<file path="src/tocu_map.vh">
// Constants for the three-channel timer output compare unit.
// Assumes inclusion by bare name from the design files.
`ifndef TOCU_MAP_VH
`define TOCU_MAP_VH

////////////////////////////////////////////////////////////////////////////////
// Waveform mode select codes
`define TOCU_WAVE_NORMAL 4'h0
`define TOCU_WAVE_PC8 4'h1
`define TOCU_WAVE_PC9 4'h2
`define TOCU_WAVE_PC10 4'h3
`define TOCU_WAVE_CLEAR_CMP 4'h4
`define TOCU_WAVE_FAST8 4'h5
`define TOCU_WAVE_FAST9 4'h6
`define TOCU_WAVE_FAST10 4'h7
`define TOCU_WAVE_PFC_CAP 4'h8
`define TOCU_WAVE_PFC_CMP 4'h9
`define TOCU_WAVE_PC_CAP 4'ha
`define TOCU_WAVE_PC_CMP 4'hb
`define TOCU_WAVE_CLEAR_CAP 4'hc
`define TOCU_WAVE_RESERVED 4'hd
`define TOCU_WAVE_FAST_CAP 4'he
`define TOCU_WAVE_FAST_CMP 4'hf

////////////////////////////////////////////////////////////////////////////////
// Output action mode codes
`define TOCU_ACT_OFF 2'h0
`define TOCU_ACT_TOGGLE 2'h1
`define TOCU_ACT_CLEAR 2'h2
`define TOCU_ACT_SET 2'h3

////////////////////////////////////////////////////////////////////////////////
// Widths and reset values
`define TOCU_CHANNELS 3
`define TOCU_WIDTH 16
`define TOCU_BYTE 8
`define TOCU_COMPARE_RESET 16'h0000
`define TOCU_TEMP_RESET 8'h00
`define TOCU_STATE_RESET 1'b0
`define TOCU_COUNTER_MAX 16'hffff

`endif

</file>
<file path="src/tocu_mode_decode.v">
// Decodes the waveform mode select field into the classes the compare unit needs.
// Assumes the mode field is a stable level from a control register.
`timescale 1ns/1ns
`default_nettype none
`include "tocu_map.vh"

module tocu_mode_decode (
   input wire [3:0] waveform_mode_select,
   output reg is_pwm,
   output reg is_fast,
   output reg is_phase,
   output reg update_at_top,
   output reg toggle_allowed
);

   ////////////////////////////////////////////////////////////////////////////
   // The reserved code is treated as non-PWM so the force strobe still works
   always @* begin
      is_fast = 1'b0;
      is_phase = 1'b0;
      update_at_top = 1'b0;
      toggle_allowed = 1'b0;
      case (waveform_mode_select)
         `TOCU_WAVE_PC8, `TOCU_WAVE_PC9, `TOCU_WAVE_PC10, `TOCU_WAVE_PC_CAP: begin
            is_phase = 1'b1;
            update_at_top = 1'b1;
         end
         `TOCU_WAVE_PC_CMP: begin
            is_phase = 1'b1;
            update_at_top = 1'b1;
            toggle_allowed = 1'b1;
         end
         `TOCU_WAVE_PFC_CAP: begin
            is_phase = 1'b1;
         end
         `TOCU_WAVE_PFC_CMP: begin
            is_phase = 1'b1;
            toggle_allowed = 1'b1;
         end
         `TOCU_WAVE_FAST8, `TOCU_WAVE_FAST9, `TOCU_WAVE_FAST10: begin
            is_fast = 1'b1;
         end
         `TOCU_WAVE_FAST_CAP, `TOCU_WAVE_FAST_CMP: begin
            is_fast = 1'b1;
            toggle_allowed = 1'b1;
         end
         default: begin
            is_fast = 1'b0;
         end
      endcase
      is_pwm = is_fast | is_phase;
   end

endmodule
`default_nettype wire

</file>
<file path="src/tocu_pin_mux.v">
// Port override for the compare output pins.
// Assumes the general port value and direction bits come from the port block.
`timescale 1ns/1ns
`default_nettype none
`include "tocu_map.vh"

module tocu_pin_mux #(
   parameter CHANNELS = `TOCU_CHANNELS
) (
   input wire [2*CHANNELS-1:0] output_action_mode,
   input wire [CHANNELS-1:0] channel_output_state,
   input wire [CHANNELS-1:0] port_output_value,
   input wire [CHANNELS-1:0] pin_direction_bit,
   output wire [CHANNELS-1:0] pin_out,
   output wire [CHANNELS-1:0] pin_oe
);

   genvar i;
   generate
      for (i = 0; i < CHANNELS; i = i + 1) begin : g_pin
         // Either mode bit hands the pin value to the compare unit
         assign pin_out[i] = (|output_action_mode[2*i+1:2*i]) ? channel_output_state[i] :
                             port_output_value[i];
         // Direction stays with the port, so the state only shows when driven
         assign pin_oe[i] = pin_direction_bit[i];
      end
   endgenerate

endmodule
`default_nettype wire

</file>
<file path="src/tocu_output_compare.v">
// Three-channel output compare unit of a 16-bit timer/counter.
// Assumes the counter, its tick, top and bottom flags and direction come from outside,
// and that CPU byte writes arrive as one-cycle strobes on the system clock.
//
// Operation
// Three independent channels, each with compare value, force, state and mode.
// Compare value double-buffered in all PWM modes, direct in normal and clear-on-match.
// Buffered value moves to the active register only at top or bottom.
// CPU writes reach the buffer when buffering, otherwise the active register.
// Only CPU writes change the compare value; high byte reads come direct.
// High byte goes to shared temporary byte; low write loads all 16 bits.
// Force strobe in non-PWM modes updates the state as a real match would.
// Forced compare sets no match flag and does not clear the counter.
// Counter write blocks every compare match in the next timer cycle.
// Counter written equal to variable top misses top, counts to maximum.
// Software should not load bottom while counting down.
// Software should initialise the state before making the pin an output.
// Output state keeps its value across waveform mode changes.
// Output mode field is not buffered and governs the next match.
// Reset clears every channel output state to zero.
// Nonzero mode field replaces the port value; direction follows the port.
// Channel state reaches the pin only while direction selects output.
// Mode field zero changes nothing on a match in any waveform mode.
// Non-PWM actions: 00 none, 01 toggle, 10 clear, 11 set.
// Mode field has no influence on input capture.
// A match sets the channel match flag on the following timer cycle.
// Force strobe holds no state and reads as zero.
`timescale 1ns/1ns
`default_nettype none
`include "tocu_map.vh"

module tocu_output_compare #(
   parameter CHANNELS = `TOCU_CHANNELS
) (
   input wire clk,
   input wire reset_n,
   input wire [`TOCU_WIDTH-1:0] counter_value,
   input wire counter_tick,
   input wire counter_write,
   input wire counter_at_top,
   input wire counter_at_bottom,
   input wire counter_down,
   input wire [3:0] waveform_mode_select,
   input wire [2*CHANNELS-1:0] output_action_mode,
   input wire [CHANNELS-1:0] force_match_strobe,
   input wire cpu_write_high,
   input wire [CHANNELS-1:0] cpu_write_low,
   input wire [`TOCU_BYTE-1:0] cpu_write_data,
   input wire [CHANNELS-1:0] match_flag_clear,
   input wire [CHANNELS-1:0] port_output_value,
   input wire [CHANNELS-1:0] pin_direction_bit,
   output wire [`TOCU_WIDTH*CHANNELS-1:0] compare_read,
   output wire [`TOCU_WIDTH*CHANNELS-1:0] compare_active,
   output wire [CHANNELS-1:0] force_read,
   output reg [CHANNELS-1:0] match_flag,
   output reg [CHANNELS-1:0] match_event,
   output reg [CHANNELS-1:0] channel_output_state,
   output wire [CHANNELS-1:0] pin_out,
   output wire [CHANNELS-1:0] pin_oe
);

   ////////////////////////////////////////////////////////////////////////////
   // Mode decode
   wire is_pwm;
   wire is_fast;
   wire is_phase;
   wire update_at_top;
   wire toggle_allowed;

   tocu_mode_decode u_decode (
      .waveform_mode_select(waveform_mode_select),
      .is_pwm(is_pwm),
      .is_fast(is_fast),
      .is_phase(is_phase),
      .update_at_top(update_at_top),
      .toggle_allowed(toggle_allowed)
   );

   // Buffering follows the mode; the mode field plays no part here
   wire buffered = is_pwm;

   // Transfer instants are timer ticks at top or bottom only
   wire update_point = counter_tick & (update_at_top ? counter_at_top : counter_at_bottom);
   wire bottom_event = counter_tick & counter_at_bottom;

   ////////////////////////////////////////////////////////////////////////////
   // Shared temporary high byte
   reg [`TOCU_BYTE-1:0] temp_high;

   always @(posedge clk or negedge reset_n) begin
      if (!reset_n) begin
         temp_high <= `TOCU_TEMP_RESET;
      end else if (cpu_write_high) begin
         temp_high <= cpu_write_data;
      end
   end

   // Whole word seen by the low-byte write in a single cycle
   wire [`TOCU_WIDTH-1:0] write_word = {temp_high, cpu_write_data};

   ////////////////////////////////////////////////////////////////////////////
   // Match blocking after a counter write
   // The block waits for the next tick even while the counter is stopped
   reg block_pending;

   always @(posedge clk or negedge reset_n) begin
      if (!reset_n) begin
         block_pending <= 1'b0;
      end else if (counter_write) begin
         block_pending <= 1'b1;
      end else if (counter_tick) begin
         block_pending <= 1'b0;
      end
   end

   ////////////////////////////////////////////////////////////////////////////
   // Compare channels
   genvar i;
   generate
      for (i = 0; i < CHANNELS; i = i + 1) begin : g_chan
         reg [`TOCU_WIDTH-1:0] buffer_value;
         reg [`TOCU_WIDTH-1:0] active_value;
         reg pending;
         reg next_state;
         wire [1:0] action;
         wire hit;
         wire force_hit;
         wire toggle_ok;

         assign action = output_action_mode[2*i+1:2*i];

         // A blocked tick hides a top match on channel A too, so the counter runs on
         assign hit = counter_tick & ~block_pending & (counter_value == active_value);

         // Force is a plain strobe gated by the mode, never stored
         assign force_hit = force_match_strobe[i] & ~is_pwm;

         // Toggle in PWM modes exists only on the channel that can define top
         assign toggle_ok = (i == 0) & toggle_allowed;

         assign compare_active[`TOCU_WIDTH*i+`TOCU_WIDTH-1:`TOCU_WIDTH*i] = active_value;

         // Reads see the register the CPU writes, never the temporary byte
         assign compare_read[`TOCU_WIDTH*i+`TOCU_WIDTH-1:`TOCU_WIDTH*i] =
            buffered ? buffer_value : active_value;

         assign force_read[i] = 1'b0;

         //////////////////////////////////////////////////////////////////////
         // Compare value storage, changed only by CPU writes and the transfer
         always @(posedge clk or negedge reset_n) begin
            if (!reset_n) begin
               buffer_value <= `TOCU_COMPARE_RESET;
               active_value <= `TOCU_COMPARE_RESET;
            end else begin
               if (buffered & update_point) begin
                  active_value <= buffer_value;
               end
               if (cpu_write_low[i]) begin
                  buffer_value <= write_word;
                  if (!buffered) begin
                     active_value <= write_word;
                  end
               end
            end
         end

         //////////////////////////////////////////////////////////////////////
         // Match flag one timer tick after the match; set beats clear
         always @(posedge clk or negedge reset_n) begin
            if (!reset_n) begin
               pending <= 1'b0;
               match_flag[i] <= 1'b0;
               match_event[i] <= 1'b0;
            end else begin
               match_event[i] <= hit;
               if (hit) begin
                  pending <= 1'b1;
               end else if (counter_tick) begin
                  pending <= 1'b0;
               end
               if (pending & counter_tick) begin
                  match_flag[i] <= 1'b1;
               end else if (match_flag_clear[i]) begin
                  match_flag[i] <= 1'b0;
               end
            end
         end

         //////////////////////////////////////////////////////////////////////
         // Output state action
         always @* begin
            next_state = channel_output_state[i];
            if (!is_pwm) begin
               if (hit | force_hit) begin
                  case (action)
                     `TOCU_ACT_TOGGLE: next_state = ~channel_output_state[i];
                     `TOCU_ACT_CLEAR: next_state = 1'b0;
                     `TOCU_ACT_SET: next_state = 1'b1;
                     default: next_state = channel_output_state[i];
                  endcase
               end
            end else if (is_fast) begin
               // Match takes priority over the bottom event when both occur
               case (action)
                  `TOCU_ACT_TOGGLE: begin
                     if (hit & toggle_ok) begin
                        next_state = ~channel_output_state[i];
                     end
                  end
                  `TOCU_ACT_CLEAR: begin
                     if (hit) begin
                        next_state = 1'b0;
                     end else if (bottom_event) begin
                        next_state = 1'b1;
                     end
                  end
                  `TOCU_ACT_SET: begin
                     if (hit) begin
                        next_state = 1'b1;
                     end else if (bottom_event) begin
                        next_state = 1'b0;
                     end
                  end
                  default: next_state = channel_output_state[i];
               endcase
            end else if (is_phase & hit) begin
               case (action)
                  `TOCU_ACT_TOGGLE: begin
                     if (toggle_ok) begin
                        next_state = ~channel_output_state[i];
                     end
                  end
                  `TOCU_ACT_CLEAR: next_state = counter_down;
                  `TOCU_ACT_SET: next_state = ~counter_down;
                  default: next_state = channel_output_state[i];
               endcase
            end
         end

         // No reload on mode change, so the state survives it
         always @(posedge clk or negedge reset_n) begin
            if (!reset_n) begin
               channel_output_state[i] <= `TOCU_STATE_RESET;
            end else begin
               channel_output_state[i] <= next_state;
            end
         end
      end
   endgenerate

   ////////////////////////////////////////////////////////////////////////////
   // Pin override; input capture takes nothing from the mode field
   tocu_pin_mux #(
      .CHANNELS(CHANNELS)
   ) u_pins (
      .output_action_mode(output_action_mode),
      .channel_output_state(channel_output_state),
      .port_output_value(port_output_value),
      .pin_direction_bit(pin_direction_bit),
      .pin_out(pin_out),
      .pin_oe(pin_oe)
   );

endmodule
`default_nettype wire

</file>
<file path="config.mk">
export PLATFORM = sky130hd
export DESIGN_NAME = tocu_output_compare
export DESIGN_NICKNAME = d
export VERILOG_FILES = /design/src/tocu_mode_decode.v /design/src/tocu_pin_mux.v /design/src/tocu_output_compare.v
export VERILOG_INCLUDE_DIRS = /design/src
export SDC_FILE = /design/constraint.sdc
export NUM_CORES = 1
export LEC_CHECK = 0
export BUFFER_PORTS_ARGS = -buffer_cell sky130_fd_sc_hd__buf_2
export CAP_MARGIN = 0
export CORE_MARGIN = 1
export CORE_UTILIZATION = 53
export CTS_CLUSTER_DIAMETER = 60
export DETAILED_ROUTE_END_ITERATION = 8
export PLACE_DENSITY = 0.88
export REMOVE_ABC_BUFFERS = 1
export SLEW_MARGIN = 40
export SYNTH_ARGS = -nofsm -noshare
export SYNTH_HDL_FRONTEND = slang
export SYNTH_SLANG_ARGS = --single-unit
</file>
<file path="constraint.sdc">
create_clock -name clk -period 3.9 [get_ports clk]
set_input_delay 1.17 -clock clk [delete_from_list [all_inputs] [get_ports clk]]
set_output_delay 1.17 -clock clk [all_outputs]
set_load 0.01 [all_outputs]
</file>
==> qor.txt, run 1 <==
Final Cycle Share = 0.954
CTS Hold Bufs = 0
Initial core utilization = 0.547
Clock slew at reported path FFs = 0.05 ns
CP max stage delay = 0.50 ns
HPWL after DPL = 12100 um
R2R depth = 6
Routed len/inst = 18.0 um
DIE AREA = 12300 um^2
GPL Wtd Cong = 0.830
Worst skew pair latency = 0.41 ns
Hold path cells = 1
Yosys warning count = 0
Async set-or-reset flop fraction in the synthesized netlist = 1.00
Pre-CTS WS = 0.197 ns
Drt drc = 34
Setup bufs post-CTS = 0
Global-route usage over all layers = 0.295
Ratio of cells with drive above 1 in the final layout = 0.330
First-pass GRT wire length = 28100 um
Clk root buf = clkbuf_16
Critical Path, Cell by Cell = buf_2, nor2b_1, or3_2, buf_12, o21ai_0, buf_2
RSZ-0062 raised after global routing = no
Antenna cells = 0
Cell at the slowest stage of the critical path = or3_2
CP endpoint kind = output pin
DR vias = 5437
Count of cell types in the netlist = 49
Worst EP required = 2.73 ns
Max_cap viols = 0
Failing checks = DRC
Final setup violation count = 0
Pwr per Cell Area = 550 nW/um^2
Worst vdd ir = 262 uV
Register bit total from synthesis = 117
Max FO, Critical Path = 55
Most used cell, CP = buf_2
Commonest non-fill, non-tap cell in the layout = nand2_1
Grt total ovfl = 0
Setup CP Type = input pin to output pin
Status = complete, but fails checks
# resized after CTS = 0
Slew margin rel. = 0.564
I/O Buffers = 161
Worst-Margin Slew = 0.654 ns
Leak Pwr = 0.00404 uW
Vias per inst = 5.61
Syn Inst Count = 662
CTS Buffer Depth = 2
Worst EP arrival = 2.55 ns
CTS tree = built
Vias in the first global route = 5173
Hold path endpoint = g_chan[0].pending$_DFFE_PN0P_
Final Hold Vio Count = 0
Rows = 39
Most frequent cells in the layout = 200 x nand2_1, 160 x buf_2, 117 x dfrtp_1
TritonCTS buffer count = 17
Share of the synthesized area in the top cell type = 0.464
Tmin final = 3.72 ns
Fin nets = 871
Die width = 111 um
Hold_sp = g_chan[0].pending$_DFFE_PN0P_
Largest area contributor in the netlist = dfrtp_1
Drt pass-1 iters = 7
Crit path launch type = input pin
FF-to-FF setup slack = 1.50 ns
Post-synth EDFFs = 0
Fin. max-slew vios = 0
Worst R2R Start = g_chan[0].active_value[2]$_DFF_PN0_
Avg Synthesized Cell Area = 9.52 um^2
Fmax = 269 MHz
Area Overhead vs Synth = 25.0%
CTS Sinks = 117
ANT nets after route = 0
CP startpoint = waveform_mode_select[0]
Minimum hold slack = 0.477 ns
Chip height = 111 um
Wirelength, routed = 17500 um
Largest cells by area after synthesis = dfrtp_1 46%, nand2_1 12%, mux2_2 11%, mux2i_1 7.9%, o21ai_1 3.9%
H-tree depth = 4
Hold Crit Class = flip-flop to flip-flop
Core box area = 11500 um^2
Prevailing post-synth register cell = dfrtp_1
DRT iter0 DRCs = 494
Pin count of the biggest net entering global routing = 70
I/O Pins = 171
Reg2reg end = channel_output_state[0]$_DFFE_PN0P_
Post-Syn Area = 6300 um^2
Initial antenna violation count = 0
Final Total Pwr = 4330 uW
Worst Clk Skew = 0.00859 ns
Post-synthesis sequential area ratio = 0.464
Fillers = 880
Setup ws final = 0.179 ns
## final cells by class
class                   count  area [um^2]  area share
flip-flops and latches    117         2930       0.371
repair buffers            175          963       0.122
clock buffers              21          470      0.0597
multi-input cells         493         3160       0.400
well taps                 143          179      0.0227
inverters                  10         37.5     0.00476
clock inverters            11          149      0.0189
## cell families (layout without fill, tap and decap cells)
kind of cell	count (synthesis)	in the layout	share of synthesized area
other cells	1	3	0.000595
flops	117	117	0.464
mux	112	112	0.191
buf+inv	54	217	0.0391
simple gates	244	244	0.161
compound gates	89	89	0.0814
xor+xnor	45	45	0.0625
## Yosys cell counts, types with 2 or more instances
| cell | instances |
|---|---|
| buf_2 | 5 |
| o31ai_1 | 2 |
| xor2_1 | 20 |
| and4_1 | 2 |
| and2_1 | 2 |
| clkbuf_1 | 27 |
| mux2i_1 | 50 |
| nor3_1 | 3 |
| nor4_1 | 5 |
| mux2_2 | 60 |
| xnor2_1 | 25 |
| buf_1 | 3 |
| a21o_1 | 6 |
| nand2_1 | 200 |
| o21ai_0 | 11 |
| and2_0 | 3 |
| a21oi_1 | 6 |
| nor2_1 | 6 |
| nand3_1 | 5 |
| a21boi_0 | 2 |
| nand4_1 | 5 |
| dfrtp_1 | 117 |
| inv_1 | 10 |
| nor2b_1 | 4 |
| nand2b_1 | 3 |
| or3_1 | 2 |
| o21ai_1 | 49 |
| buf_4 | 8 |
## registers in the layout (all words and copies together), names as in the netlist
signal / count
g_chan.active_value: 48
g_chan.pending: 3
match_event: 3
block_pending: 1
temp_high: 8
g_chan.buffer_value: 48
channel_output_state: 3
match_flag: 3
## metrics by stage
step,instances,util,area (um^2),setup TNS [ns]
3_5_place_dp,938,0.631,7260,0
4_1_cts,970,0.684,7880,0
5_1_grt,970,0.684,7880,0
6_report,970,0.684,7880,0
3_3_place_gp,938,0.631,7260,0
2_1_floorplan,620,-,6100,-73.33
## where the power goes
part | switching [uW] | total (uW) | internal, uW
registers | 253 | 1670 | 1420
logic | 570 | 1050 | 484
clock network | 554 | 1610 | 1060
total | 1380 | 4330 | 2960
## how the worst max path moves through the flow
stage,end,cells past startpoint
after detailed placement,compare_read[34],6
after CTS,compare_read[34],6
after global placement,compare_read[12],7
after global routing,compare_read[45],6
after floorplan,g_chan[0].active_value[0]$_DFF_PN0_,6
final,compare_read[45],6
## critical path, delay by kind of cell
kind / cells / cell delay (ns)
AO/OA/AOI/OAI: 1 / 0.18
buffers and inverters: 3 / 0.50
AND/OR/NAND/NOR: 2 / 0.68
## metal layers
| layer | part of all wire | vias to the layer above | track usage |
|---|---|---|---|
| met3 | 0.072 | 31 | 0.0776 |
| li1 | - | 2530 | - |
| met5 | 0 | - | 0 |
| met2 | 0.48 | 257 | 0.475 |
| met4 | 0.019 | 0 | 0.0973 |
| met1 | 0.43 | 2619 | 0.390 |
Power figures use the tool's default switching activity.
==> run 2: changes to the inputs <==
--- a/config.mk
+++ b/config.mk
@@ -9,10 +9,11 @@
 export BUFFER_PORTS_ARGS = -buffer_cell sky130_fd_sc_hd__buf_2
 export CAP_MARGIN = 0
 export CORE_MARGIN = 1
-export CORE_UTILIZATION = 53
+export CORE_UTILIZATION = 55
+export CTS_BUF_LIST = sky130_fd_sc_hd__clkbuf_4
 export CTS_CLUSTER_DIAMETER = 60
 export DETAILED_ROUTE_END_ITERATION = 8
-export PLACE_DENSITY = 0.88
+export PLACE_DENSITY = 0.9
 export REMOVE_ABC_BUFFERS = 1
 export SLEW_MARGIN = 40
 export SYNTH_ARGS = -nofsm -noshare
==> qor.txt, run 2 (synthesis results as in run 1) <==
DP Cell Count = 933 (-0.53%)
Chip height = 109 um (-1.8%)
Antenna cells = 0 (unchanged)
CTS Hold Bufs = 0 (unchanged)
Clock Power Share = 0.261 (-0.111)
Die width = 109 um (-1.8%)
Hold_sp = g_chan[2].pending$_DFFE_PN0P_
Final Cycle Share = 0.966 (+0.0116)
Fin nets = 870 (-0.11%)
Crit path launch type = input pin
Post-layout util = 0.688 (+0.00371)
Worst Clk Skew = 0.0234 ns (+0.0148 ns)
CTS Sinks = 117 (unchanged)
Vias in the first global route = 5137 (-0.70%)
Fmax = 265 MHz (-1.2%)
H-tree depth = 4 (unchanged)
Worst-Margin Slew = 0.729 ns (+0.0752 ns)
CTS tree = built
Hold Crit Class = flip-flop to flip-flop
I/O Buffers = 161 (unchanged)
ANT nets after route = 0 (unchanged)
DR vias = 5471 (+0.63%)
Worst EP arrival = 2.60 ns (+0.05 ns)
TritonCTS buffer count = 17 (unchanged)
Final Hold Vio Count = 0 (unchanged)
Leak Pwr = 0.00389 uW (-3.7%)
HPWL after DPL = 11800 um (-2.9%)
Rows = 38 (-2.6%)
Setup CP Type = input pin to output pin
Cell at the slowest stage of the critical path = or3_2
Cell internal pwr = 2340 uW (-21%)
Initial antenna violation count = 0 (unchanged)
Wirelength, routed = 17000 um (-3.1%)
Minimum hold slack = 0.495 ns (+0.0177 ns)
Ratio of cells with drive above 1 in the final layout = 0.329 (-0.000811)
CP max stage delay = 0.49 ns (about the same)
Core box area = 11000 um^2 (-4.6%)
I/O Pins = 171 (unchanged)
Worst vdd ir = 282 uV (+7.6%)
Switching power = 1310 uW (-5.1%)
GPL Wtd Cong = 0.869 (+4.7%)
CP startpoint = waveform_mode_select[0]
Vias per inst = 5.66 (+1.0%)
Fillers = 863 (-1.9%)
Worst EP required = 2.73 ns (about the same)
CTS Buffer Depth = 2 (unchanged)
Grt total ovfl = 0 (unchanged)
Final std cells w/o fill = 966 (-0.41%)
Area Overhead vs Synth = 19.9%
Fin. max-slew vios = 0 (unchanged)
Crit path buf inv count = 3 (unchanged)
Routed len/inst = 17.5 um (-2.7%)
Tmin final = 3.77 ns (+0.0454 ns)
Pin count of the biggest net entering global routing = 65 (-7.1%)
Pwr per Cell Area = 483 nW/um^2 (-12%)
Global-route usage over all layers = 0.302 (+0.00639)
Worst R2R Start = g_chan[0].active_value[1]$_DFF_PN0_
Drt pass-1 iters = 5 (-2)
DRT iter0 DRCs = 348 (-30%)
Status = completed
Clock slew at reported path FFs = 0.12 ns (+0.07 ns)
Biggest regs = g_chan.active_value x48, g_chan.buffer_value x48, temp_high x8
Gate power share = 0.286 (+0.043)
Most used cell, CP = buf_2
Worst skew pair latency = 0.52 ns (+0.11 ns)
Max FO, Critical Path = 55 (unchanged)
Initial core utilization = 0.574 (+0.0266)
Commonest non-fill, non-tap cell in the layout = nand2_1
Setup bufs post-CTS = 0 (unchanged)
Most frequent cells in the layout = 200 x nand2_1, 160 x buf_2, 117 x dfrtp_1
DIE AREA = 11900 um^2 (-3.6%)
Clk root buf = clkbuf_4
Critical Path, Cell by Cell = buf_2, nor2b_1, or3_2, buf_12, o21ai_0, buf_2
CP delay by family, top = simple AND/OR/NAND/NOR gates
# resized after CTS = 0 (unchanged)
Drt drc = 0 (-100%)
Sw frac = 0.358 (+0.0403)
Register share of total power = 0.454 (+0.069)
Final setup violation count = 0 (unchanged)
RSZ-0062 raised after global routing = no
Max_cap viols = 0 (unchanged)
Slew margin rel. = 0.514 (-0.0501)
First-pass GRT wire length = 26500 um (-5.5%)
CP endpoint kind = output pin
Final Total Pwr = 3650 uW (-16%)
==> run 2: layout make-up <==
cell class / instances / area, um^2 / area share
clock buffer: 17 / 128 / 0.0169
clock inverter: 15 / 179 / 0.0237
inverter: 10 / 37.5 / 0.00497
multi-input combinational: 493 / 3160 / 0.417
sequential: 117 / 2930 / 0.387
tap: 140 / 175 / 0.0232
timing repair buffer: 174 / 956 / 0.126
==> run 2: worst reg2reg max path, cell delays in order (launching register included) <==
cell     delay [ns]
dfrtp_1        0.45
xor2_1         0.21
nor4_1         0.44
nand3_1        0.18
or3_1          0.33
a32o_1         0.25
mux2_4         0.25
==> run 2: per-layer routing <==
metal / track usage / vias to the layer above / routed length, um / share of wire
met1: 0.396 / 2653 / 7420 / 0.44
met4: 0.106 / 0 / 362 / 0.021
met2: 0.490 / 244 / 8040 / 0.47
met5: 0 / - / 0 / 0
met3: 0.0693 / 38 / 1130 / 0.067
li1: - / 2536 / - / -
==> run 2: power by group through the flow <==
stage	logic [uW]	registers (uW)	clock network, uW
2_1_floorplan	552	1670	0
3_3_place_gp	1020	1660	0
3_5_place_dp	1040	1670	0
4_1_cts	1050	1650	961
5_1_grt	1150	1680	1020
6_report	1040	1650	952
==> run 2: worst paths after layout <==
| check | cells after the start | slack (ns) | end |
|---|---|---|---|
| worst max-delay path | 6 | 0.13 | compare_read[45] |
| max in group asynchronous | 2 | 2.41 | g_chan[2].buffer_value[2]$_DFFE_PN0P_ |
| worst min-delay path | 1 | 0.49 | g_chan[2].pending$_DFFE_PN0P_ |
| worst max register to register | 6 | 1.70 | channel_output_state[0]$_DFFE_PN0P_ |
| min in group asynchronous | 1 | 0.68 | match_flag[2]$_DFFE_PN0P_ |
| worst min register to register | 1 | 0.49 | g_chan[2].pending$_DFFE_PN0P_ |
==> run 2: metrics by stage <==
stage | TNS (ns) | cell area, um^2 | setup slack, ns
final | 0 | 7560 | 0.133
after global routing | 0 | 7560 | 0.0804
after CTS | 0 | 7540 | 0.161
after detailed placement | 0 | 7230 | 0.171
after global placement | 0 | 7230 | 0.233
after floorplan | -73.33 | 6100 | -1.20
